[src/hw/pwm_rate_map.svh]
`ifndef PWM_RATE_MAP_SVH
`define PWM_RATE_MAP_SVH

// Register offsets on the 7-bit register port
`define OFS_CFG_LOCK   7'h0f
`define OFS_DUTY       7'h18
`define OFS_RATE       7'h1c
`define OFS_HW3        7'h1d
`define OFS_SCR_LO     7'h1e
`define OFS_SCR_HI     7'h1f

// Field positions
`define LOCK_BIT       0
`define RATE_MSB       1
`define RATE_LSB       0
`define THERM_BIT      2
`define ILIM_MSB       1
`define ILIM_LSB       0

// Reset values
`define DUTY_RST       8'h00
`define RATE_RST       2'h0
`define HW3_THERM_RST  1'b0
`define HW3_ILIM_RST   2'h1
`define SCR_RST        8'h00

// Period rate codes
`define RATE_CODE_100  2'h0
`define RATE_CODE_200  2'h1
`define RATE_CODE_325  2'h2
`define RATE_CODE_400  2'h3

// Timing: rates in Hz, one period is split into 255 duty slots
`define CLK_HZ         40000000
`define RATE_100_HZ    100
`define RATE_200_HZ    200
`define RATE_325_HZ    325
`define RATE_400_HZ    400
`define DUTY_SLOTS     255
`define LAST_SLOT      8'hfe
`define SLOT_CYC(hz)   (`CLK_HZ / ((hz) * `DUTY_SLOTS))

`endif

[src/hw/pwm_rate_pkg.sv]
package pwm_rate_pkg;
  typedef logic [7:0] byte_t;

  typedef struct packed {
    logic [1:0] period_rate_code;
    logic [7:0] duty_fraction_value;
  } pwm_cfg_s;

  typedef struct packed {
    logic       thermal_trip_level_select;
    logic [1:0] regulator_current_limit_step;
  } hw3_cfg_s;
endpackage

[src/hw/pwm_rate_regs.sv]
// Function
// - Duty settings 0 and 255 hold the switch statically off or on.
// - A new duty value is used only once the running period has ended.
// - The two-bit rate code picks 100, 200, 325 or 400 Hz periods.
// - A rate change waits for the running period to finish.
// - Reserved bits of the rate and hardware registers read zero.
// - Bit 2 of the hardware register picks the higher thermal trip level.
// - Bits 1:0 of the hardware register set the regulator current limit.
// - With the lock set, soft reset keeps the threshold and limit fields.
// - Power-on loads the hardware register with 0x01.
// - The low scratch byte keeps its contents through soft reset.
// - Scratch bytes take writes only in normal mode and stay readable.
// - Internal logic never uses scratch bytes; they survive soft reset.
// - Scratch bytes hold data while powered and clear at power-up.
// - The high scratch byte is bits 15:8 and behaves like the low byte.
// - Duty 0 is off, 255 is on, anything else is on for value/255.
// - Lock blocks lockable writes until power-up, once select goes high.
//
// Decided for this implementation: the address-and-strobe port.
module pwm_rate_regs (
  input  wire logic                clk,
  input  wire logic                srst,
  input  wire logic                soft_reset,
  input  wire logic                normal_mode,
  input  wire logic                chip_select_low_active,
  input  wire logic [6:0]          reg_addr,
  input  wire pwm_rate_pkg::byte_t reg_wdata,
  input  wire logic                reg_wr,
  input  wire logic                reg_rd,
  output pwm_rate_pkg::byte_t      reg_rdata,
  output logic                     pwm_switch_on,
  output logic                     thermal_trip_level_select,
  output logic [1:0]               regulator_current_limit_step,
  output logic                     config_lock_active
);
  `include "pwm_rate_map.svh"

  pwm_rate_pkg::pwm_cfg_s cfg_req_reg;
  pwm_rate_pkg::pwm_cfg_s cfg_act;
  pwm_rate_pkg::hw3_cfg_s hw3_reg;
  pwm_rate_pkg::byte_t    scratch_word_low;
  pwm_rate_pkg::byte_t    scratch_word_high;
  logic                   lock_req_reg;
  logic                   cs_prev_reg;
  logic                   cs_rise;
  logic                   wr_duty;
  logic                   wr_rate;
  logic                   wr_hw3;
  logic                   wr_lock;
  logic                   wr_scr_lo;
  logic                   wr_scr_hi;

  assign wr_duty   = reg_wr && (reg_addr == `OFS_DUTY);
  assign wr_rate   = reg_wr && (reg_addr == `OFS_RATE);
  assign wr_hw3    = reg_wr && (reg_addr == `OFS_HW3);
  assign wr_lock   = reg_wr && (reg_addr == `OFS_CFG_LOCK);
  assign wr_scr_lo = reg_wr && (reg_addr == `OFS_SCR_LO);
  assign wr_scr_hi = reg_wr && (reg_addr == `OFS_SCR_HI);

  // Chip select is taken as already synchronous to clk
  always_ff @(posedge clk) begin
    if (srst) begin
      cs_prev_reg <= 1'b1;
    end else begin
      cs_prev_reg <= chip_select_low_active;
    end
  end
  assign cs_rise = chip_select_low_active && !cs_prev_reg;

  // Requested pwm config; soft reset clears it like power-on
  always_ff @(posedge clk) begin
    if (srst || soft_reset) begin
      cfg_req_reg.duty_fraction_value <= `DUTY_RST;
      cfg_req_reg.period_rate_code    <= `RATE_RST;
    end else begin
      if (wr_duty) begin
        cfg_req_reg.duty_fraction_value <= reg_wdata;
      end
      if (wr_rate) begin
        // Upper bits of the write are dropped
        cfg_req_reg.period_rate_code <=
          reg_wdata[`RATE_MSB:`RATE_LSB];
      end
    end
  end

  pwm_period_gen u_pwm (
    .clk       (clk),
    .srst      (srst),
    .cfg_req   (cfg_req_reg),
    .cfg_act   (cfg_act),
    .switch_on (pwm_switch_on)
  );

  // Lock request can be withdrawn until a select rise makes it permanent
  always_ff @(posedge clk) begin
    if (srst) begin
      lock_req_reg <= 1'b0;
    end else if (wr_lock && !config_lock_active) begin
      lock_req_reg <= reg_wdata[`LOCK_BIT];
    end
  end

  always_ff @(posedge clk) begin
    if (srst) begin
      config_lock_active <= 1'b0;
    end else if (cs_rise && lock_req_reg) begin
      config_lock_active <= 1'b1;
    end
  end

  always_ff @(posedge clk) begin
    if (srst) begin
      hw3_reg.thermal_trip_level_select    <= `HW3_THERM_RST;
      hw3_reg.regulator_current_limit_step <= `HW3_ILIM_RST;
    end else if (soft_reset && !config_lock_active) begin
      hw3_reg.thermal_trip_level_select    <= `HW3_THERM_RST;
      hw3_reg.regulator_current_limit_step <= `HW3_ILIM_RST;
    end else if (wr_hw3 && !soft_reset && !config_lock_active) begin
      hw3_reg.thermal_trip_level_select    <=
        reg_wdata[`THERM_BIT];
      hw3_reg.regulator_current_limit_step <=
        reg_wdata[`ILIM_MSB:`ILIM_LSB];
    end
  end

  always_ff @(posedge clk) begin
    if (srst) begin
      thermal_trip_level_select    <= `HW3_THERM_RST;
      regulator_current_limit_step <= `HW3_ILIM_RST;
    end else begin
      thermal_trip_level_select    <= hw3_reg.thermal_trip_level_select;
      regulator_current_limit_step <= hw3_reg.regulator_current_limit_step;
    end
  end

  // Scratch bytes see no soft reset at all: nothing inside uses them
  scratch_byte u_scr_lo (
    .clk         (clk),
    .srst        (srst),
    .normal_mode (normal_mode),
    .wr_en       (wr_scr_lo),
    .wdata       (reg_wdata),
    .q           (scratch_word_low)
  );

  scratch_byte u_scr_hi (
    .clk         (clk),
    .srst        (srst),
    .normal_mode (normal_mode),
    .wr_en       (wr_scr_hi),
    .wdata       (reg_wdata),
    .q           (scratch_word_high)
  );

  // Read data stands in the cycle after the strobe only
  always_ff @(posedge clk) begin
    if (srst || !reg_rd) begin
      reg_rdata <= 8'h00;
    end else begin
      case (reg_addr)
        `OFS_CFG_LOCK: reg_rdata <= {7'h00, lock_req_reg};
        `OFS_DUTY:     reg_rdata <= cfg_req_reg.duty_fraction_value;
        `OFS_RATE:     reg_rdata <= {6'h00,
                                     cfg_req_reg.period_rate_code};
        `OFS_HW3:      reg_rdata <= {5'h00, hw3_reg};
        `OFS_SCR_LO:   reg_rdata <= scratch_word_low;
        `OFS_SCR_HI:   reg_rdata <= scratch_word_high;
        default:       reg_rdata <= 8'h00;
      endcase
    end
  end

  property p_rate_reserved_zero;
    @(posedge clk) disable iff (srst)
      (reg_rd && reg_addr == `OFS_RATE) |=> (reg_rdata[7:2] == 6'h00);
  endproperty
  a_rate_reserved_zero : assert property (p_rate_reserved_zero)
    else $error("rate register reserved bits not zero");

  property p_hw3_reserved_zero;
    @(posedge clk) disable iff (srst)
      (reg_rd && reg_addr == `OFS_HW3) |=> (reg_rdata[7:3] == 5'h00);
  endproperty
  a_hw3_reserved_zero : assert property (p_hw3_reserved_zero)
    else $error("hardware register reserved bits not zero");

  property p_hw3_por;
    @(posedge clk) $fell(srst) |-> (hw3_reg == 3'h1);
  endproperty
  a_hw3_por : assert property (p_hw3_por)
    else $error("hardware register not 0x01 after power-on");

  property p_locked_soft_keeps;
    @(posedge clk) disable iff (srst)
      (soft_reset && config_lock_active) |=> $stable(hw3_reg);
  endproperty
  a_locked_soft_keeps : assert property (p_locked_soft_keeps)
    else $error("locked fields changed on soft reset");

  property p_unlocked_soft_default;
    @(posedge clk) disable iff (srst)
      (soft_reset && !config_lock_active) |=> (hw3_reg == 3'h1);
  endproperty
  a_unlocked_soft_default : assert property (p_unlocked_soft_default)
    else $error("unlocked fields not defaulted on soft reset");

  property p_locked_write_blocked;
    @(posedge clk) disable iff (srst)
      (wr_hw3 && config_lock_active) |=> $stable(hw3_reg);
  endproperty
  a_locked_write_blocked : assert property (p_locked_write_blocked)
    else $error("locked field took a write");

  property p_lock_on_cs_rise;
    @(posedge clk) disable iff (srst)
      (cs_rise && lock_req_reg) |=> config_lock_active;
  endproperty
  a_lock_on_cs_rise : assert property (p_lock_on_cs_rise)
    else $error("lock not active after select rise");

  property p_lock_waits_cs;
    @(posedge clk) disable iff (srst)
      (!config_lock_active && !cs_rise) |=> !config_lock_active;
  endproperty
  a_lock_waits_cs : assert property (p_lock_waits_cs)
    else $error("lock became active without select rise");

  property p_thermal_write;
    @(posedge clk) disable iff (srst)
      (wr_hw3 && !config_lock_active && !soft_reset) |=> ##1
        (thermal_trip_level_select == $past(reg_wdata[`THERM_BIT], 2));
  endproperty
  a_thermal_write : assert property (p_thermal_write)
    else $error("thermal select output did not follow write");

  property p_ilim_out;
    @(posedge clk) disable iff (srst)
      ##1 (regulator_current_limit_step ==
           $past(hw3_reg.regulator_current_limit_step));
  endproperty
  a_ilim_out : assert property (p_ilim_out)
    else $error("current limit output lags its register");

  property p_scratch_soft_keep;
    @(posedge clk) disable iff (srst)
      (soft_reset && !wr_scr_lo && !wr_scr_hi) |=>
        $stable(scratch_word_low) && $stable(scratch_word_high);
  endproperty
  a_scratch_soft_keep : assert property (p_scratch_soft_keep)
    else $error("scratch changed on soft reset");

  property p_scratch_readback;
    @(posedge clk) disable iff (srst)
      (reg_rd && reg_addr == `OFS_SCR_HI) |=>
        (reg_rdata == $past(scratch_word_high));
  endproperty
  a_scratch_readback : assert property (p_scratch_readback)
    else $error("high scratch byte read back wrong");

  property p_rdata_one_cycle;
    @(posedge clk) disable iff (srst)
      !reg_rd |=> (reg_rdata == 8'h00);
  endproperty
  a_rdata_one_cycle : assert property (p_rdata_one_cycle)
    else $error("read data stood outside its cycle");

  property p_lock_sticky;
    @(posedge clk) disable iff (srst)
      config_lock_active |=> config_lock_active;
  endproperty
  a_lock_sticky : assert property (p_lock_sticky)
    else $error("lock dropped without power-on");

  property p_lock_req_frozen;
    @(posedge clk) disable iff (srst)
      config_lock_active |=> $stable(lock_req_reg);
  endproperty
  a_lock_req_frozen : assert property (p_lock_req_frozen)
    else $error("lock request changed while locked");

  property p_hw3_readback;
    @(posedge clk) disable iff (srst)
      (reg_rd && reg_addr == `OFS_HW3) |=>
        (reg_rdata[2:0] == $past(hw3_reg));
  endproperty
  a_hw3_readback : assert property (p_hw3_readback)
    else $error("hardware register read back wrong");

  property p_scratch_lo_readback;
    @(posedge clk) disable iff (srst)
      (reg_rd && reg_addr == `OFS_SCR_LO) |=>
        (reg_rdata == $past(scratch_word_low));
  endproperty
  a_scratch_lo_readback : assert property (p_scratch_lo_readback)
    else $error("low scratch byte read back wrong");

  property p_scratch_por;
    @(posedge clk) $fell(srst) |->
      (scratch_word_low == 8'h00) && (scratch_word_high == 8'h00);
  endproperty
  a_scratch_por : assert property (p_scratch_por)
    else $error("scratch bytes not clear after power-on");

  property p_rate_request;
    @(posedge clk) disable iff (srst)
      (wr_rate && !soft_reset) |=>
        (cfg_req_reg.period_rate_code == $past(reg_wdata[1:0]));
  endproperty
  a_rate_request : assert property (p_rate_request)
    else $error("rate request did not take the write");

  c_lock_taken   : cover property (@(posedge clk) disable iff (srst)
                                   cs_rise && lock_req_reg);
  c_locked_soft  : cover property (@(posedge clk) disable iff (srst)
                                   soft_reset && config_lock_active);
  c_scr_stop_rd  : cover property (@(posedge clk) disable iff (srst)
                                   reg_rd && !normal_mode &&
                                   reg_addr == `OFS_SCR_LO);
  c_rate_change  : cover property (@(posedge clk) disable iff (srst)
                                   wr_rate && reg_wdata[1:0] == 2'h2);
endmodule

[src/hw/scratch_byte.sv]
module scratch_byte (
  input  wire logic                 clk,
  input  wire logic                 srst,
  input  wire logic                 normal_mode,
  input  wire logic                 wr_en,
  input  wire pwm_rate_pkg::byte_t  wdata,
  output pwm_rate_pkg::byte_t       q
);
  `include "pwm_rate_map.svh"

  // Only power-on clears the byte; soft reset and mode changes never touch it
  always_ff @(posedge clk) begin
    if (srst) begin
      q <= `SCR_RST;
    end else if (wr_en && normal_mode) begin
      q <= wdata;
    end
  end

  property p_no_write_off_normal;
    @(posedge clk) disable iff (srst)
      (wr_en && !normal_mode) |=> $stable(q);
  endproperty
  a_no_write_off_normal : assert property (p_no_write_off_normal)
    else $error("scratch byte changed outside normal mode");

  property p_write_in_normal;
    @(posedge clk) disable iff (srst)
      (wr_en && normal_mode) |=> (q == $past(wdata));
  endproperty
  a_write_in_normal : assert property (p_write_in_normal)
    else $error("scratch byte did not take a normal-mode write");
endmodule

[src/hw/pwm_period_gen.sv]
module pwm_period_gen (
  input  wire logic                   clk,
  input  wire logic                   srst,
  input  wire pwm_rate_pkg::pwm_cfg_s cfg_req,
  output pwm_rate_pkg::pwm_cfg_s      cfg_act,
  output logic                        switch_on
);
  `include "pwm_rate_map.svh"

  localparam logic [10:0] SLOT_100 = 11'(`SLOT_CYC(`RATE_100_HZ));
  localparam logic [10:0] SLOT_200 = 11'(`SLOT_CYC(`RATE_200_HZ));
  localparam logic [10:0] SLOT_325 = 11'(`SLOT_CYC(`RATE_325_HZ));
  localparam logic [10:0] SLOT_400 = 11'(`SLOT_CYC(`RATE_400_HZ));

  logic [10:0] slot_len;
  logic [10:0] presc_reg;
  logic [7:0]  slot_reg;
  logic        slot_tick;
  logic        period_wrap;

  always_comb begin
    case (cfg_act.period_rate_code)
      `RATE_CODE_100: slot_len = SLOT_100;
      `RATE_CODE_200: slot_len = SLOT_200;
      `RATE_CODE_325: slot_len = SLOT_325;
      default:        slot_len = SLOT_400;
    endcase
  end

  assign slot_tick   = (presc_reg == slot_len - 11'h1);
  assign period_wrap = slot_tick && (slot_reg == `LAST_SLOT);

  always_ff @(posedge clk) begin
    if (srst || slot_tick) begin
      presc_reg <= 11'h0;
    end else begin
      presc_reg <= presc_reg + 11'h1;
    end
  end

  always_ff @(posedge clk) begin
    if (srst || period_wrap) begin
      slot_reg <= 8'h0;
    end else if (slot_tick) begin
      slot_reg <= slot_reg + 8'h1;
    end
  end

  // New duty and rate are taken only at the end of a whole period
  always_ff @(posedge clk) begin
    if (srst) begin
      cfg_act <= '0;
    end else if (period_wrap) begin
      cfg_act <= cfg_req;
    end
  end

  // Slots run 0..254, so duty 0 never turns on and 255 never turns off
  always_ff @(posedge clk) begin
    if (srst) begin
      switch_on <= 1'b0;
    end else begin
      switch_on <= (slot_reg < cfg_act.duty_fraction_value);
    end
  end

  property p_hold_mid_period;
    @(posedge clk) disable iff (srst)
      !period_wrap |=> $stable(cfg_act);
  endproperty
  a_hold_mid_period : assert property (p_hold_mid_period)
    else $error("active pwm config changed inside a period");

  property p_load_at_wrap;
    @(posedge clk) disable iff (srst)
      period_wrap |=> (cfg_act == $past(cfg_req));
  endproperty
  a_load_at_wrap : assert property (p_load_at_wrap)
    else $error("requested pwm config not taken at period end");

  property p_static_off;
    @(posedge clk) disable iff (srst)
      (cfg_act.duty_fraction_value == 8'h00) [*2] |-> !switch_on;
  endproperty
  a_static_off : assert property (p_static_off)
    else $error("switch on with zero duty");

  property p_static_on;
    @(posedge clk) disable iff (srst)
      (cfg_act.duty_fraction_value == 8'hff) [*2] |-> switch_on;
  endproperty
  a_static_on : assert property (p_static_on)
    else $error("switch off with full duty");

  property p_slot_len;
    @(posedge clk) disable iff (srst)
      (slot_tick && cfg_act.period_rate_code == `RATE_CODE_400)
        |-> (presc_reg == 11'h187);
  endproperty
  a_slot_len : assert property (p_slot_len)
    else $error("slot length wrong for fastest rate");

  c_wrap : cover property (@(posedge clk) disable iff (srst) period_wrap);
endmodule

[config.mk]
export PLATFORM = sky130hd
export DESIGN_NAME = pwm_rate_regs
export DESIGN_NICKNAME = d
export VERILOG_FILES = /design/src/hw/pwm_rate_pkg.sv /design/src/hw/pwm_rate_regs.sv /design/src/hw/scratch_byte.sv /design/src/hw/pwm_period_gen.sv
export VERILOG_INCLUDE_DIRS = /design/src /design/src/hw
export SDC_FILE = /design/constraint.sdc
export NUM_CORES = 1
export LEC_CHECK = 0
export ABC_CLOCK_PERIOD_IN_PS = 3000
export BUFFER_PORTS_ARGS = -buffer_cell sky130_fd_sc_hd__buf_2
export CAP_MARGIN = 20
export CORE_ASPECT_RATIO = 1.75
export CORE_UTILIZATION = 50
export CTS_BUF_LIST = sky130_fd_sc_hd__clkbuf_4
export DETAILED_ROUTE_END_ITERATION = 8
export PLACE_DENSITY_LB_ADDON = 0.08
export SLEW_MARGIN = 25
export SYNTH_ARGS = -nofsm -noshare
export SYNTH_HDL_FRONTEND = slang
export SYNTH_SLANG_ARGS = --single-unit
[constraint.sdc]
create_clock -name clk -period 3 [get_ports clk]
set_clock_uncertainty 0.2 [all_clocks]
set_input_delay 0.9 -clock clk [delete_from_list [all_inputs] [get_ports clk]]
set_output_delay 0.9 -clock clk [all_outputs]
set_load 0.005 [all_outputs]
# After elaboration in Yosys (flattened, before gate mapping)

Cells that the tools add are included.

$add $sub $neg: 3
Magnitude comparators: 1
Equal/unequal tests: 10
Multiplexer cells: 2
Reductions and logical operators: 25

Operators with widths:

| cell                    | count |
|---|---|
| $pmux W8 S6             | 1 |
| $eq A7 B5 Y1 const B    | 5 |
| $pmux W11 S3            | 1 |
| $logic_and A1 B1 Y1     | 15 |
| $add A11 B1 Y11 const B | 1 |
| $eq A11 B11 Y1          | 1 |
| $sub A11 B1 Y11 const B | 1 |
| $add A8 B1 Y8 const B   | 1 |
| $eq A8 B8 Y1 const B    | 1 |
| $lt A8 B8 Y1            | 1 |
| $eq A7 B4 Y1 const B    | 1 |
| $logic_not A1 Y1        | 4 |
| $logic_or A1 B1 Y1      | 4 |
| $eq A2 B1 Y1 const B    | 1 |
| $eq A2 B2 Y1 const B    | 1 |
| $logic_not A2 Y1        | 1 |
| $reduce_or A2 Y1        | 1 |

Flip-flop bits (word level): 73
Input port bits: 22
Output and inout port bits: 13
Logic and storage cells: 58

# Longest topological paths before layout

Gate-level depths: netlist of run 1.

Word-level depth: 6
Depth in mapped cells: 7
Depth with buffers taken out: 7

# By module

Synthesis of run 1 repeated with hierarchy kept, for this count alone.

Cells, all modules: 391
Area, all modules: 3533.4 sq um

Modules (own cells, without submodules):

| module         | times used | cells each | area each (sq um) | sequential area each (sq um) |
|---|---|---|---|---|
| pwm_period_gen | 1          | 183        | 1527.7            | 600.6 |
| pwm_rate_regs  | 1          | 134        | 1272.5            | 540.5 |
| scratch_byte   | 2          | 37         | 366.6             | 160.2 |

# Worst setup path before layout of run 1

Ideal clock, no wire load.

Kind: input to register
From: input port reg_addr[5]
To: register u_scr_lo.q[0]
Library setup time: 0.128 ns
Data arrival time: 2.349 ns
Setup slack: 0.323 ns
Stages on the path: 7
Buffers on the path: 2
Cells stage by stage: or3b_1 > buf_2 > nor4b_4 > and3_1 > buf_6 > mux2i_1 > nor2_1

Longest elaborated chain between the ends: 3

Ends and longest elaborated chain:

| what                 | RTL line            | text |
|---|---|---|
| from (decl)          | pwm_rate_regs.sv:26 | `input wire logic [6:0] reg_addr,` |
| $eq A7 B5 Y1         | n/a                 |  |
| $logic_and A1 B1 Y1  | pwm_rate_regs.sv:57 | `` assign wr_scr_lo = reg_wr && (reg_addr == `OFS_SCR_LO); `` |
| $logic_and A1 B1 Y1  | scratch_byte.sv:15  | `end else if (wr_en && normal_mode) begin` |
| to (signal assigned) | scratch_byte.sv:14  | `` q <= `SCR_RST; `` |
| to (signal assigned) | scratch_byte.sv:16  | `q <= wdata;` |
| to (decl)            | scratch_byte.sv:7   | `output pwm_rate_pkg::byte_t q` |

No other way between the ends.
A chain may end at the register's enable or synchronous reset.

# Worst setup path after layout of run 1

Ends and elaborated chain as after synthesis.

==> flow_metrics.env, run 1 <==
export IMPL_outcome="completed"
export IMPL_post_route_util=0.5846
export IMPL_synth_area_leaders="dfxtp_1, mux2i_1, nor2_1"
export IMPL_ys_ff_latch=73
export IMPL_p_sw_frac=0.2312
export IMPL_wirelength_mm=7.045
export IMPL_period_needed_ns=2.315
export IMPL_yosysMostFrequentCell="dfxtp_1"
export IMPL_avgRoutedWirePerCell_um=14.26
export IMPL_leakagePower_nw=1.376
export IMPL_seqPwrFrac=0.557
export IMPL_synth_compound_area_frac=0.1143
export IMPL_hold_slack_ns=0.2799
export IMPL_initial_core_util=0.5205
export IMPL_startpoint="reg_addr[5]"
export IMPL_h_tree_depth=3
export IMPL_crit_arrival_ns=2.43
export IMPL_antenna_found_initial=0
export IMPL_port_buffers=34
export IMPL_cp_required_ns=3.11
export IMPL_cts_tree="yes"
export IMPL_yosysTopAreaCell="dfxtp_1"
export IMPL_vias=2711
export IMPL_clkLatencyLatePin_ns=0.43
export IMPL_grt_busiest_layer="met2"
export IMPL_clock_fmax_ghz=0.4320
export IMPL_power_frac_clock=0.400
export IMPL_r2r_end="u_pwm.cfg_act[7]$_SDFFE_PP0P_"
export IMPL_critPathCapture="u_scr_lo.q[0]$_SDFFE_PP0P_"
export IMPL_post_cts_resized=0
export IMPL_path_max_fanout=8
export IMPL_grt_pass1_wl_mm=12.00
export IMPL_worstReg2RegStart="u_pwm.cfg_act[8]$_SDFFE_PP0P_"
export IMPL_clkSinkCount=73
export IMPL_grt_usage=0.2166
export IMPL_antennaDiodeCount=0
export IMPL_synthSimpleGateAreaFrac=0.2474
export IMPL_synth_top_family_by_area="simple AND/OR/NAND/NOR gates"
export IMPL_synth_xor_xnor_area_share=0.02316
export IMPL_final_area_mm2=0.003822
export IMPL_syn_num_nets=402
export IMPL_dp_hpwl_mm=5.202
export IMPL_first_global_vias=2667
export IMPL_pwr_share_comb=0.043
export IMPL_p_switching_w=0.0004068
export IMPL_syn_area_per_cell_um2=9.198
export IMPL_core_mm2=0.006539
export IMPL_period_share=0.7716
export IMPL_grtUsageMet1=0.2290
export IMPL_gr_usage_met2=0.3825
export IMPL_tightestPinTransition_ns=0.5833
export IMPL_num_rows=39
export IMPL_placed_area_mm2=0.003655
export IMPL_final_net_count=439
export IMPL_hold_class="reg2reg"
export IMPL_critPathLaunchType="primary input"
export IMPL_cap_violations=0
export IMPL_yosysSeqAreaShare=0.4294
export IMPL_drive_gt1_frac=0.1772
export IMPL_synthTopCellsByCount="dfxtp_1, nor2_1, mux2i_1"
export IMPL_peakVddDrop_mv=0.3404
export IMPL_yosysTopAreaCellShare=0.4294
export IMPL_die_h_um=111.1
export IMPL_clockRootBuffer="clkbuf_4"
export IMPL_final_setup_viol_count=0
export IMPL_cts_setup_buffers=0
export IMPL_ant_nets=0
export IMPL_clockBufferDepth=2
export IMPL_synth_ff_type="dfxtp_1"
export IMPL_dr_pass1_iters=4
export IMPL_clk_pin_slew_ns=0.11
export IMPL_netlist_area_mm2=0.003403
export IMPL_slew_limit_headroom=0.6111
export IMPL_cts_buffers=9
export IMPL_avgViaCountPerCell=5.488
export IMPL_critPathCaptureType="flop"
export IMPL_synth_adder_area_share=0.03676
export IMPL_powerDensity_mw_per_mm2=460.3
export IMPL_fill_cells=636
export IMPL_largest_reg_flops=11
export IMPL_drc=0
export IMPL_rrSetupSlack_ns=0.69
export IMPL_crit_type="in2reg"
export IMPL_r2r_cells=5
export IMPL_cts_hold_buf=0
export IMPL_hold_viol_final=0
export IMPL_synth_cell_type_count=55
export IMPL_rsz0062_at_grt="no"
export IMPL_grt_overflow=0
export IMPL_die_area_mm2=0.007154
export IMPL_slew_violations=0
export IMPL_synthCells=370
export IMPL_first_iter_violations=178
export IMPL_synthMuxAreaShare=0.1040
export IMPL_synth_edf_count=0
export IMPL_async_reset_ff_frac=0
export IMPL_syn_to_final_growth_pct=12.32
export IMPL_die_w_um=64.37
export IMPL_globalplace_congestion=0.8103
export IMPL_io_pins=35
export IMPL_yosysWarningCount=0
export IMPL_tns_ns=0
export IMPL_grtUsageMet3=0.06379
export IMPL_p_int_w=0.001353
export IMPL_grt_max_degree=39
-- power groups by stage --
stage	Clock, W	Sequential (W)	Combinational, W
3_5_place_dp	0	0.00100	0.0000762
4_1_cts	0.000732	0.000980	0.0000761
5_1_grt	0.000772	0.000982	0.0000828
2_1_floorplan	0	0.000999	0.0000477
6_report	0.000704	0.000980	0.0000754
3_3_place_gp	0	0.00100	0.0000750
-- routing by layer --
metal	vias to the layer above	part of all wire
met5	-	0
met3	15	0.037
li1	1372	-
met2	59	0.53
met4	0	0.021
met1	1265	0.41
-- placed cells by master, fill, tap and decap left out, types with 17 or more instances in the layout --
| cell | instances |
|---|---|
| dfxtp_1 | 73 |
| nor2_1 | 45 |
| buf_2 | 34 |
| mux2i_1 | 32 |
| nand2_1 | 25 |
| nand2b_1 | 24 |
| a21oi_1 | 22 |
| nand3_1 | 18 |
| inv_1 | 17 |
-- logic make-up (layout without fill, tap and decap cells) --
family,count (synthesis),count (layout)
compound gates,56,56
xor+xnor,9,9
fa+ha+maj,10,10
buf+inv,34,76
flops,73,73
mux,34,34
simple gates,154,154
-- critical path, cell delays in order --
cell	delay, ns
buf_2	0.09
or3b_1	0.50
nor4b_4	0.31
and3_1	0.18
buf_4	0.19
mux2i_1	0.20
nor2_1	0.05
-- stage by stage --
step | power [W] | instances | setup slack [ns]
2_1_floorplan | 0.001046 | 370 | 0.3234
3_3_place_gp | 0.001077 | 478 | 0.2889
3_5_place_dp | 0.001078 | 478 | 0.2403
4_1_cts | 0.001788 | 494 | 0.6555
5_1_grt | 0.001837 | 494 | 0.5104
6_report | 0.001760 | 494 | 0.6853
-- worst min path at each step --
stage | from | to | slack, ns | cells after the start
after global routing | u_pwm.cfg_act[6]$_SDFFE_PP0P_ | u_pwm.cfg_act[6]$_SDFFE_PP0P_ | 0.30 | 2
after floorplan | hw3_reg[0]$_SDFFE_PP1P_ | regulator_current_limit_step[0]$_SDFF_PP1_ | 0.24 | 1
after detailed placement | u_pwm.cfg_act[4]$_SDFFE_PP0P_ | u_pwm.cfg_act[4]$_SDFFE_PP0P_ | 0.26 | 2
after CTS | u_pwm.cfg_act[3]$_SDFFE_PP0P_ | u_pwm.cfg_act[3]$_SDFFE_PP0P_ | 0.29 | 2
after global placement | cfg_req_reg[2]$_SDFFE_PP0P_ | cfg_req_reg[2]$_SDFFE_PP0P_ | 0.26 | 2
final | u_pwm.cfg_act[5]$_SDFFE_PP0P_ | u_pwm.cfg_act[5]$_SDFFE_PP0P_ | 0.28 | 2
-- final cells by class --
cell class,instances,area (µm²),area share
clock inverters,6,92.59,0.02422
flip-flops and latches,73,1461,0.3823
multi-input cells,263,1789,0.4681
repair buffers,43,237.7,0.06219
clock buffers,10,75.07,0.01964
well taps,82,102.6,0.02684
inverters,17,63.81,0.01669
(Power assumes the default switching activity.)
==> run 2, diff against run 1 <==
--- a/config.mk
+++ b/config.mk
@@ -6,7 +6,7 @@
 export SDC_FILE = /design/constraint.sdc
 export NUM_CORES = 1
 export LEC_CHECK = 0
-export ABC_CLOCK_PERIOD_IN_PS = 3000
+export ABC_CLOCK_PERIOD_IN_PS = 2200
 export BUFFER_PORTS_ARGS = -buffer_cell sky130_fd_sc_hd__buf_2
 export CAP_MARGIN = 20
 export CORE_ASPECT_RATIO = 1.75
==> constraint.sdc (replaced) <==
create_clock -name clk -period 2.2 [get_ports clk]
set_clock_uncertainty 0.2 [all_clocks]
set_input_delay 0.66 -clock clk [delete_from_list [all_inputs] [get_ports clk]]
set_output_delay 0.66 -clock clk [all_outputs]
set_load 0.005 [all_outputs]
==> run 2 against run 1 <==
- routed wire length increased by 4.3%
- clock power increased by 1%
- total power up 24%
- register-to-register slack lost 0.62 ns
- critical path depth did not move
- worst setup slack got worse by 0.62 ns
- largest power group unchanged
==> flow_metrics.env, run 2 (synthesized netlist as in run 1, its figures left out) <==
export IMPL_avgViaCountPerCell=5.367
export IMPL_avgRoutedWirePerCell_um=14.13
export IMPL_clk_pin_slew_ns=0.11
export IMPL_first_global_vias=2681
export IMPL_cp_required_ns=2.37
export IMPL_die_w_um=64.37
export IMPL_cap_violations=0
export IMPL_final_net_count=465
export IMPL_port_buffers=34
export IMPL_cp_cell_sequence="or3_4 -> nor3_4 -> buf_4 -> or2_4 -> and4bb_1 -> buf_12 -> mux2i_1"
export IMPL_initial_core_util=0.5205
export IMPL_dp_hpwl_mm=5.552
export IMPL_critPathCaptureType="flop"
export IMPL_clockRootBuffer="clkbuf_4"
export IMPL_clkLatencyLatePin_ns=0.43
export IMPL_period_share=0.9696
export IMPL_h_tree_depth=3
export IMPL_die_h_um=111.1
export IMPL_rsz0062_at_grt="yes"
export IMPL_worst_path_buf_inv=2
export IMPL_syn_to_final_growth_pct=19.15
export IMPL_grt_overflow=0
export IMPL_critPathLaunchType="flop"
export IMPL_final_cell_mix="dfxtp_1, nor2_1, buf_2"
export IMPL_crit_type="reg2reg"
export IMPL_num_rows=39
export IMPL_startpoint="u_pwm.presc_reg[1]$_SDFF_PP0_"
export IMPL_final_common_cell="dfxtp_1"
export IMPL_first_iter_violations=213
export IMPL_outcome="completed"
export IMPL_slew_limit_headroom=0.7251
export IMPL_clock_fmax_ghz=0.4688
export IMPL_hold_slack_ns=0.2242
export IMPL_drive_gt1_frac=0.2534
export IMPL_worstReg2RegStart="u_pwm.presc_reg[1]$_SDFF_PP0_"
export IMPL_crit_slowest_cell="or3_4"
export IMPL_cp_depth=7
export IMPL_core_mm2=0.006539
export IMPL_io_pins=35
export IMPL_grt_pass1_wl_mm=12.17
export IMPL_hp_start="chip_select_low_active"
export IMPL_antennaDiodeCount=0
export IMPL_ant_nets=0
export IMPL_final_area_mm2=0.004055
export IMPL_antenna_found_initial=0
export IMPL_path_max_fanout=10
export IMPL_tightestPinTransition_ns=0.4067
export IMPL_period_needed_ns=2.133
export IMPL_clkSinkCount=73
export IMPL_clockBufferDepth=2
export IMPL_hold_viol_final=0
export IMPL_path_delay_family="simple AND/OR/NAND/NOR gates"
export IMPL_drc=0
export IMPL_hold_class="in2reg"
export IMPL_dr_pass1_iters=7
export IMPL_peakVddDrop_mv=0.4453
export IMPL_cts_tree="yes"
export IMPL_slew_violations=0
export IMPL_wirelength_mm=7.345
export IMPL_powerDensity_mw_per_mm2=536.1
export IMPL_die_area_mm2=0.007154
export IMPL_globalplace_congestion=0.8515
export IMPL_grt_max_degree=22
export IMPL_crit_path_max_incr_delay_ns=0.40
export IMPL_largest_reg_flops=11
export IMPL_final_setup_viol_count=0
export IMPL_grt_usage=0.2230
export IMPL_leakagePower_nw=1.517
export IMPL_crit_arrival_ns=2.30
export IMPL_hold_depth=2
export IMPL_placed_area_mm2=0.003860
export IMPL_r2r_cells=7
export IMPL_cts_buffers=9
export IMPL_vias=2791
## run 2: changes by cell type in the layout (fill, tap and decap cells not counted), moves of 2 or more
cell | before | now
dfxtp_2 | 0 | 4
dfxtp_1 | 73 | 69
or3_4 | 0 | 2
buf_4 | 9 | 33
or3_1 | 2 | 0
or2_1 | 2 | 0
clkinv_2 | 0 | 3
bufinv_16 | 2 | 0
or2_4 | 0 | 2
## run 2: power by group
part	switching, W	internal [W]	leakage (nW)	total [W]
clock	0.000475	0.000237	0.0636	0.000712
sequential	0.00000582	0.00133	0.591	0.00133
combinational	0.0000710	0.0000568	0.862	0.000128
## run 2: final cells by class
class,count,area (µm²)
fillers,608,2484
clock inverters,6,35.03
flip-flops and latches,73,1466
multi-input cells,263,1863
inverters,17,63.81
clock buffers,10,75.07
well taps,82,102.6
repair buffers,69,449.2
## run 2: final timing paths
| check | endpoint | slack, ns |
|---|---|---|
| hold / removal | cs_prev_reg$_SDFF_PP1_ | 0.22 |
| setup / recovery | u_pwm.cfg_act[2]$_SDFFE_PP0P_ | 0.07 |
| setup reg to reg | u_pwm.cfg_act[2]$_SDFFE_PP0P_ | 0.07 |
| hold reg to reg | cfg_req_reg[1]$_SDFFE_PP0P_ | 0.28 |
## run 2: what timing repair did
item,CTS,global route
hold buffers,0,0
setup buffers,0,1
gates resized for setup,0,17
setup endpoints to repair,0,24
## run 2: per-layer routing
metal  GRT usage  part of all wire  vias to the layer above
li1            -                 -                     1419
met1      0.2362              0.41                     1304
met2      0.3944              0.53                       51
met3     0.06070             0.030                       17
met4      0.1067             0.027                        0
met5           0                 0                        -
## run 2: metrics by stage
step	setup TNS, ns	utilization	instances	power [W]	worst slack (ns)
finish	0	0.6202	520	0.002174	0.06689
global route	-0.5759	0.6202	520	0.002277	-0.07092
CTS	0	0.6072	519	0.002189	0.05852
detailed placement	-7.443	0.5903	503	0.001486	-0.2735
global placement	-6.383	0.5903	503	0.001486	-0.2193
floorplan	-3.654	-	370	0.001428	-0.1941
